### config.mk
export PLATFORM = sky130hd
export DESIGN_NAME = brownout_monitor_control
export DESIGN_NICKNAME = d
export VERILOG_FILES = /design/src/core/brownout_monitor_pkg.sv /design/src/core/brownout_monitor_control.sv
export VERILOG_INCLUDE_DIRS = /design/src /design/src/core
export SDC_FILE = /design/constraint.sdc
export NUM_CORES = 1
export LEC_CHECK = 0
export ABC_AREA = 1
export BUFFER_PORTS_ARGS = -buffer_cell sky130_fd_sc_hd__buf_2
export CAP_MARGIN = 20
export CELL_PAD_IN_SITES_DETAIL_PLACEMENT = 1
export CELL_PAD_IN_SITES_GLOBAL_PLACEMENT = 1
export CORE_MARGIN = 2
export CORE_UTILIZATION = 31
export DETAILED_ROUTE_END_ITERATION = 7
export HOLD_SLACK_MARGIN = 0.12
export PLACE_DENSITY = 0.8
export SYNTH_ARGS = -nofsm -noshare
export SYNTH_HDL_FRONTEND = slang
export SYNTH_SLANG_ARGS = --single-unit
export TNS_END_PERCENT = 5
### constraint.sdc
create_clock -name clk -period 1.6 [get_ports clk]
set_clock_uncertainty 0.05 [all_clocks]
set_input_delay 0.32 -clock clk [delete_from_list [all_inputs] [get_ports clk]]
set_output_delay 0.32 -clock clk [all_outputs]
set_load 0.02 [all_outputs]
### src/core/brownout_monitor_regs.svh
// Purpose: offsets, bit positions and reset values of the brown-out monitor
// Assumes: 32-bit classic Wishbone, one register per aligned word
// Notes:   offsets are register indices; byte address is four times the index
`ifndef BROWNOUT_MONITOR_REGS_SVH
`define BROWNOUT_MONITOR_REGS_SVH

// ----------------------------------------------------------------------
// register indices
// ----------------------------------------------------------------------
`define CTRL_INDEX        10'h0a3
`define IRQ_STATUS_INDEX  10'h0a4
`define IRQ_MASK_INDEX    10'h0a5
`define IRQ_ENABLE_INDEX  10'h0a6
`define CONFIG_INDEX      10'h0a7

// ----------------------------------------------------------------------
// configuration byte fields
// ----------------------------------------------------------------------
`define CFG_DETECT_DISABLE_BIT 7
`define CFG_THRESHOLD_BIT      6
`define CFG_RESET_BIT          4

// ----------------------------------------------------------------------
// control register fields
// ----------------------------------------------------------------------
`define CTRL_DETECT_BIT    7
`define CTRL_THRESHOLD_BIT 6
`define CTRL_RESET_BIT     4
`define CTRL_FLAG_BIT      3

// ----------------------------------------------------------------------
// interrupt fields and reset values
// ----------------------------------------------------------------------
`define IE_DROOP_BIT   5
`define IE_GLOBAL_BIT  7
`define IE_WRITE_MASK  8'ha0
`define IRQ_FALL_BIT   0
`define IRQ_RISE_BIT   1
`define IRQ_RESET_BIT  2
`define IRQ_BITS_MASK  8'h07
`define REG_ZERO_BYTE  8'h00
`define REG_ZERO_WORD  32'h0000_0000
`define WARMUP_CYCLES  2'h3
`define WARMUP_ZERO    2'h0
`define WARMUP_STEP    2'h1

`endif

### src/core/brownout_monitor_pkg.sv
// Purpose: types shared by the brown-out monitor
// Assumes: nothing beyond the register header
// Notes:   control register layout follows its bit order, msb first
`default_nettype none
package brownout_monitor_pkg;

  // ----------------------------------------------------------------------
  // control register layout
  // ----------------------------------------------------------------------
  typedef struct packed {
    logic detectEnable;
    logic thresholdSelect;
    logic reserved5;
    logic resetOnDroop;
    logic droopEventFlag;
    logic reserved2;
    logic reserved1;
    logic supplyAboveStatus;
  } ctrl_type;

  // ----------------------------------------------------------------------
  // wishbone request group
  // ----------------------------------------------------------------------
  typedef struct packed {
    logic        cyc;
    logic        stb;
    logic        we;
    logic [11:0] adr;
    logic [3:0]  sel;
    logic [31:0] dat;
  } wb_req_type;

endpackage
`default_nettype wire

### src/core/brownout_monitor_control.sv
// Purpose: control and status logic around a supply brown-out comparator
// Assumes: comparator output is asynchronous; config byte is stable at reset
// Notes:   registers on classic Wishbone, one byte per word, lane 0 only
//          a droop reset is only requested here; the reset itself comes
//          back through reset_n from the outside reset logic
//
// Contract
// - any reset loads detect enable from config
// - config detect bit is active low
// - threshold select resets to inverted config bit
// - reset enable set issues cpu reset
// - any threshold crossing sets event flag; the code sets it only while detect enable is set and warm-up has ended
// - irq while flag and both enables set
// - bit 0 reads live comparator state
// - control register at A3H, mixed access
// - interrupt path only while reset disabled
// - no re-set until supply recovers
// - rising crossing also resets when enabled
//
// The Wishbone register port was left to the implementer.

`include "brownout_monitor_regs.svh"

`timescale 1ns/1ps
`default_nettype none

module brownout_monitor_control (
  input  wire logic                             clk,
  input  wire logic                             reset_n,
  input  wire brownout_monitor_pkg::wb_req_type wbReq,
  output logic [31:0]                           wbDatOut,
  output logic                                  wbAck,
  input  wire logic [7:0]                       brownoutConfigByte,
  input  wire logic                             supplyAboveRaw,
  output logic                                  detectEnableOut,
  output logic                                  thresholdSelectOut,
  output logic                                  cpuResetReq,
  output logic                                  droopIrqReq,
  output logic                                  irq
);

  // ----------------------------------------------------------------------
  // decode helpers
  // ----------------------------------------------------------------------
  function automatic logic hitReg(input logic [11:0] adr,
                                  input logic [9:0]  index);
    hitReg = (adr[11:2] == index);
  endfunction

  function automatic logic [31:0] widenByte(input logic [7:0] value);
    widenByte = {24'h00_0000, value};
  endfunction

  // ----------------------------------------------------------------------
  // state
  // ----------------------------------------------------------------------
  logic                           detectEnable_reg;
  logic                           thresholdSelect_reg;
  logic                           resetOnDroop_reg;
  logic                           droopEventFlag_reg;
  logic [7:0]                     irqStatus_reg;
  logic [7:0]                     irqMask_reg;
  logic [7:0]                     irqEnable_reg;
  logic [7:0]                     configCopy_reg;
  logic                           syncA_reg;
  logic                           syncB_reg;
  logic                           prevStatus_reg;
  logic [1:0]                     warmup_reg;
  logic                           ack_reg;
  logic [31:0]                    datOut_reg;
  logic                           cpuReset_reg;
  logic                           droopIrq_reg;
  logic                           irq_reg;

  logic                           access;
  logic                           writeLane0;
  logic                           wrControl;
  logic                           wrStatus;
  logic                           wrMask;
  logic                           wrEnable;
  logic                           warmed;
  logic                           crossing;
  logic                           fallEdge;
  logic                           riseEdge;
  logic                           resetEvent;
  brownout_monitor_pkg::ctrl_type controlView;
  logic [7:0]                     irqEvents;
  logic [31:0]                    readData;

  // ----------------------------------------------------------------------
  // bus access decode
  // ----------------------------------------------------------------------
  // ack is taken one cycle after the request; the gap cycle keeps a held
  // request from being counted twice
  assign access     = wbReq.cyc & wbReq.stb & ~ack_reg;
  assign writeLane0 = access & wbReq.we & wbReq.sel[0];
  assign wrControl  = writeLane0 & hitReg(wbReq.adr, `CTRL_INDEX);
  assign wrStatus   = writeLane0 & hitReg(wbReq.adr, `IRQ_STATUS_INDEX);
  assign wrMask     = writeLane0 & hitReg(wbReq.adr, `IRQ_MASK_INDEX);
  assign wrEnable   = writeLane0 & hitReg(wbReq.adr, `IRQ_ENABLE_INDEX);

  // ----------------------------------------------------------------------
  // comparator synchroniser
  // ----------------------------------------------------------------------
  always_ff @(posedge clk) begin
    if (!reset_n) begin
      syncA_reg <= 1'b0;
      syncB_reg <= 1'b0;
    end else begin
      syncA_reg <= supplyAboveRaw;
      syncB_reg <= syncA_reg;
    end
  end

  // the chain starts at zero after reset; without a warm-up a healthy
  // supply would look like a rising crossing
  always_ff @(posedge clk) begin
    if (!reset_n) begin
      warmup_reg <= `WARMUP_ZERO;
    end else if (warmup_reg != `WARMUP_CYCLES) begin
      warmup_reg <= warmup_reg + `WARMUP_STEP;
    end
  end

  assign warmed = (warmup_reg == `WARMUP_CYCLES);

  // previous status tracks even while detection is off, so enabling it
  // later does not report a stale change
  always_ff @(posedge clk) begin
    if (!reset_n) begin
      prevStatus_reg <= 1'b0;
    end else begin
      prevStatus_reg <= syncB_reg;
    end
  end

  // ----------------------------------------------------------------------
  // crossing detection
  // ----------------------------------------------------------------------
  // a change of level, not the level itself, so a cleared flag stays clear
  // while the supply remains low
  assign crossing   = detectEnable_reg & warmed & (syncB_reg ^ prevStatus_reg);
  assign fallEdge   = crossing & ~syncB_reg;
  assign riseEdge   = crossing & syncB_reg;
  assign resetEvent = crossing & resetOnDroop_reg;

  // ----------------------------------------------------------------------
  // control register
  // ----------------------------------------------------------------------
  // one flop per field so that every bit has a single writer
  always_ff @(posedge clk) begin
    if (!reset_n) begin
      detectEnable_reg <= ~brownoutConfigByte[`CFG_DETECT_DISABLE_BIT];
    end else if (wrControl) begin
      detectEnable_reg <= wbReq.dat[`CTRL_DETECT_BIT];
    end
  end

  always_ff @(posedge clk) begin
    if (!reset_n) begin
      thresholdSelect_reg <= ~brownoutConfigByte[`CFG_THRESHOLD_BIT];
    end else if (wrControl) begin
      thresholdSelect_reg <= wbReq.dat[`CTRL_THRESHOLD_BIT];
    end
  end

  always_ff @(posedge clk) begin
    if (!reset_n) begin
      resetOnDroop_reg <= brownoutConfigByte[`CFG_RESET_BIT];
    end else if (wrControl) begin
      resetOnDroop_reg <= wbReq.dat[`CTRL_RESET_BIT];
    end
  end

  // software may write the flag either way; a crossing in the same cycle
  // as a clearing write still leaves it set
  always_ff @(posedge clk) begin
    if (!reset_n) begin
      droopEventFlag_reg <= 1'b0;
    end else if (crossing) begin
      droopEventFlag_reg <= 1'b1;
    end else if (wrControl) begin
      droopEventFlag_reg <= wbReq.dat[`CTRL_FLAG_BIT];
    end
  end

  // reserved positions hold no storage and read as zero, so a one written
  // to bit 2 is dropped; bit 0 is the live synchronised status
  always_comb begin
    controlView.detectEnable      = detectEnable_reg;
    controlView.thresholdSelect   = thresholdSelect_reg;
    controlView.reserved5         = 1'b0;
    controlView.resetOnDroop      = resetOnDroop_reg;
    controlView.droopEventFlag    = droopEventFlag_reg;
    controlView.reserved2         = 1'b0;
    controlView.reserved1         = 1'b0;
    controlView.supplyAboveStatus = syncB_reg;
  end

  // ----------------------------------------------------------------------
  // configuration snapshot
  // ----------------------------------------------------------------------
  // loaded only while reset is held, so software sees the setting that
  // the reset values of the control register came from
  always_ff @(posedge clk) begin
    if (!reset_n) begin
      configCopy_reg <= brownoutConfigByte;
    end
  end

  // ----------------------------------------------------------------------
  // interrupt enables
  // ----------------------------------------------------------------------
  // only the droop and global enable bits have storage; the rest read
  // as zero whatever is written
  always_ff @(posedge clk) begin
    if (!reset_n) begin
      irqEnable_reg <= `REG_ZERO_BYTE;
    end else if (wrEnable) begin
      irqEnable_reg <= wbReq.dat[7:0] & `IE_WRITE_MASK;
    end
  end

  always_ff @(posedge clk) begin
    if (!reset_n) begin
      irqMask_reg <= `REG_ZERO_BYTE;
    end else if (wrMask) begin
      irqMask_reg <= wbReq.dat[7:0] & `IRQ_BITS_MASK;
    end
  end

  // ----------------------------------------------------------------------
  // sticky event status, write one to clear, set wins
  // ----------------------------------------------------------------------
  always_comb begin
    irqEvents                 = `REG_ZERO_BYTE;
    irqEvents[`IRQ_FALL_BIT]  = fallEdge;
    irqEvents[`IRQ_RISE_BIT]  = riseEdge;
    irqEvents[`IRQ_RESET_BIT] = resetEvent;
  end

  always_ff @(posedge clk) begin
    if (!reset_n) begin
      irqStatus_reg <= `REG_ZERO_BYTE;
    end else if (wrStatus) begin
      irqStatus_reg <= (irqStatus_reg & ~wbReq.dat[7:0]) | irqEvents;
    end else begin
      irqStatus_reg <= irqStatus_reg | irqEvents;
    end
  end

  // ----------------------------------------------------------------------
  // outputs toward the cpu
  // ----------------------------------------------------------------------
  // the reset request is a single pulse; the reset logic outside stretches
  // it and in turn resets this block
  always_ff @(posedge clk) begin
    if (!reset_n) begin
      cpuReset_reg <= 1'b0;
    end else begin
      cpuReset_reg <= resetEvent;
    end
  end

  // with reset on droop the cpu is reset instead, so the request is held
  // off; it lags the flag and enables by one cycle
  always_ff @(posedge clk) begin
    if (!reset_n) begin
      droopIrq_reg <= 1'b0;
    end else begin
      droopIrq_reg <= droopEventFlag_reg
                    & ~resetOnDroop_reg
                    & irqEnable_reg[`IE_DROOP_BIT]
                    & irqEnable_reg[`IE_GLOBAL_BIT];
    end
  end

  // level interrupt one cycle behind the status, so a clear reaches the
  // pin a cycle after the write
  always_ff @(posedge clk) begin
    if (!reset_n) begin
      irq_reg <= 1'b0;
    end else begin
      irq_reg <= |(irqStatus_reg & irqMask_reg);
    end
  end

  // ----------------------------------------------------------------------
  // read mux
  // ----------------------------------------------------------------------
  // keyed on the address alone; the registered data is zeroed outside
  // read accesses, so nothing leaks onto the bus between transfers
  always_comb begin
    readData = `REG_ZERO_WORD;
    if (hitReg(wbReq.adr, `CTRL_INDEX)) begin
      readData = widenByte(controlView);
    end else if (hitReg(wbReq.adr, `IRQ_STATUS_INDEX)) begin
      readData = widenByte(irqStatus_reg);
    end else if (hitReg(wbReq.adr, `IRQ_MASK_INDEX)) begin
      readData = widenByte(irqMask_reg);
    end else if (hitReg(wbReq.adr, `IRQ_ENABLE_INDEX)) begin
      readData = widenByte(irqEnable_reg);
    end else if (hitReg(wbReq.adr, `CONFIG_INDEX)) begin
      readData = widenByte(configCopy_reg);
    end
  end

  // ----------------------------------------------------------------------
  // bus answer
  // ----------------------------------------------------------------------
  // unmapped addresses are acknowledged with zero data so a stray access
  // never hangs the bus
  always_ff @(posedge clk) begin
    if (!reset_n) begin
      ack_reg <= 1'b0;
    end else begin
      ack_reg <= access;
    end
  end

  always_ff @(posedge clk) begin
    if (!reset_n) begin
      datOut_reg <= `REG_ZERO_WORD;
    end else if (access & ~wbReq.we) begin
      datOut_reg <= readData;
    end else begin
      datOut_reg <= `REG_ZERO_WORD;
    end
  end

  // ----------------------------------------------------------------------
  // port drive
  // ----------------------------------------------------------------------
  assign wbDatOut           = datOut_reg;
  assign wbAck              = ack_reg;
  assign detectEnableOut    = detectEnable_reg;
  assign thresholdSelectOut = thresholdSelect_reg;
  assign cpuResetReq        = cpuReset_reg;
  assign droopIrqReq        = droopIrq_reg;
  assign irq                = irq_reg;

endmodule

`default_nettype wire

==> run_results.csv <==
group,metric,value,unit
die,die_w,84.14,um
worst_hold_path,worstHoldStart,"brownoutConfigByte[0]",
die,die_h,84.14,um
synthesis,synth_area_per_cell,8.092,um^2
synthesis,synth_cell_types,24,
sta,finalWorstSetupSlack,0.2108,ns
placement,dp_hpwl,3842,um
die,rows,29,
power,p_total,2.107,mW
route,num_vias,1724,
global_route,globalRouteTotalUtil,13.40,%
setup_path,setup.worst_path.start_class,"register",
sta,clock.fmax,719.8,MHz
finish,n_antenna_cell,0,
route,drt-initial-drc-count,52,
finish,syn_to_final_growth,18.54,%
global_route,antenna_found_initial,0,
finish,layout.cells.non_filler,381,
route,ant_nets,0,
global_route,grt_overflow,0,
power,leakage,1.101,nW
setup_path,crit_required,1.79,ns
finish,final_util,37.59,%
setup_path,r2r_slack,0.21,ns
synthesis,ys_warn_count,0,
synthesis,synthCells,246,
die,core_area,0.006277,mm^2
sta,final_hold_viol_count,0,
sta,rsz0062_at_grt,"no",
clocking,clk-insertion-delay-late,0.30,ns
sta,drv_slew,0,
run,maxCapViolCount,0,
sta,hold_slack,0.1388,ns
setup_path,r2r_start,"warmup_reg[0]",
placement,gp_routability_congestion,0.7700,
synthesis,synth_ff_type,"dfxtp_1",
sta,setup_viol,0,
setup_path,crit_path_end_kind,"register",
die,ioPinCount,100,
clocking,clk_pin_slew_worst_paths,0.09,ns
die,die-area,0.007079,mm^2
synthesis,synthArstFlopShare,0,%
placement,post_dp_cell_area,0.002265,mm^2
clocking,holdBufCountCts,0,
synthesis,synth_edf_count,11,
clocking,ctsResizeCount,0,
route,wl_per_cell,12.74,um
finish,layout_common_cells,"49 x nand2_1, 46 x buf_2, 31 x dfxtp_1, 26 x inv_1",
global_route,grt_pass1_vias,1621,
setup_path,path_max_fanout,4,
synthesis,syn_area,0.001991,mm^2
placement,dpl_worst_slack,0.05065,ns
route,drc,0,
run_status,status,"finished, final reports clean",
clocking,cts_max_path_buffers,2,
sta,fin_crit_sh,86.83,%
synthesis,synth-seq-cells,42,
route,wirelength,4853,um
sta,tns,0,ns
placement,place_inst,373,
sta,min_period,1.389,ns
die,initial_core_util,31.71,%
clocking,cts-buffers-inserted,5,
clocking,postCtsSetupRepairBufs,0,
worst_hold_path,min_path_type,"primary input to register",
route,viasPerCell,4.525,
setup_path,critical_path_class,"register to register",
finish,nNetsFinal,366,
clocking,cts_tree,"built",
setup_path,setup.worst_path.start,"warmup_reg[0]",
power,ir_drop,0.0003161,V
placement,numPortBuffers,46,
synthesis,synth_seq_area_share,47.77,%
global_route,grt_max_degree,23,
finish,fin_area,0.002360,mm^2
setup_path,cp.arrival,1.58,ns
finish,layout-drive-gt1-share,26.97,%
global_route,grt_pass1_wl,7486,um
power,p_per_area,892.8,mW/mm^2
clocking,cts.sinks,42,
clocking,cts_root_buffer,"clkbuf_8",
clocking,htreeDepth,2,
finish,final_common_cell,"nand2_1",
route,drt_first_pass_iters,4,
## synthesized netlist by cell type (all sizes together) (2+ instances only)
cell / n / area share [%]
nand4: 8 / 2.5
edfxtp: 11 / 17
nor2: 32 / 8.0
o21ai: 10 / 2.5
buf: 26 / 10
nand2: 51 / 9.9
nand3: 26 / 7.5
dfxtp: 31 / 31
o211ai: 2 / 0.75
clkbuf: 2 / 0.38
inv: 29 / 5.5
a21oi: 14 / 3.7
## layout make-up
cell class | instances | area, um^2
flip-flops and latches | 42 | 950.9
well taps | 77 | 96.34
inverters | 29 | 108.9
clock buffers | 6 | 82.58
multi-input cells | 170 | 810.8
repair buffers | 55 | 297.8
fillers | 793 | 3918
clock inverters | 2 | 12.51
## cells by family (layout without fill, tap and decap cells)
kind of cell / after synthesis / after routing / share of synthesized area (%)
buf+inv: 57 / 92 / 15.84
compound gates: 26 / 26 / 6.977
other cells: 1 / 24 / 0.1884
simple gates: 119 / 119 / 28.60
fa+ha+maj: 1 / 1 / 0.6284
flops: 42 / 42 / 47.77
## final timing paths
check	endpoint	cells after the start
max	irqStatus_reg[0]	6
min	configCopy_reg[0]	1
max reg2reg	irqStatus_reg[0]	6
min reg2reg	syncB_reg	2
## worst max-delay path, cell delays in order (launching register included)
cell and delay [ns]:
dfxtp_1 0.37, ha_1 0.18, inv_1 0.08, nor2_1 0.13, nand3_1 0.12, or2_2 0.29
a21oi_1 0.13
## report_power, final
| group | internal, mW | switching [mW] | total [mW] |
|---|---|---|---|
| clock | 0.347 | 0.394 | 0.742 |
| combinational | 0.0620 | 0.150 | 0.212 |
| sequential | 1.13 | 0.0226 | 1.15 |
| total | 1.54 | 0.567 | 2.11 |
## metal layers
layer	part of all wire (%)	global-route usage, %
met5	0	0
met2	49	22.73
met4	0.74	4.692
met3	6.2	4.130
met1	44	16.07
(Power assumes the default switching activity.)
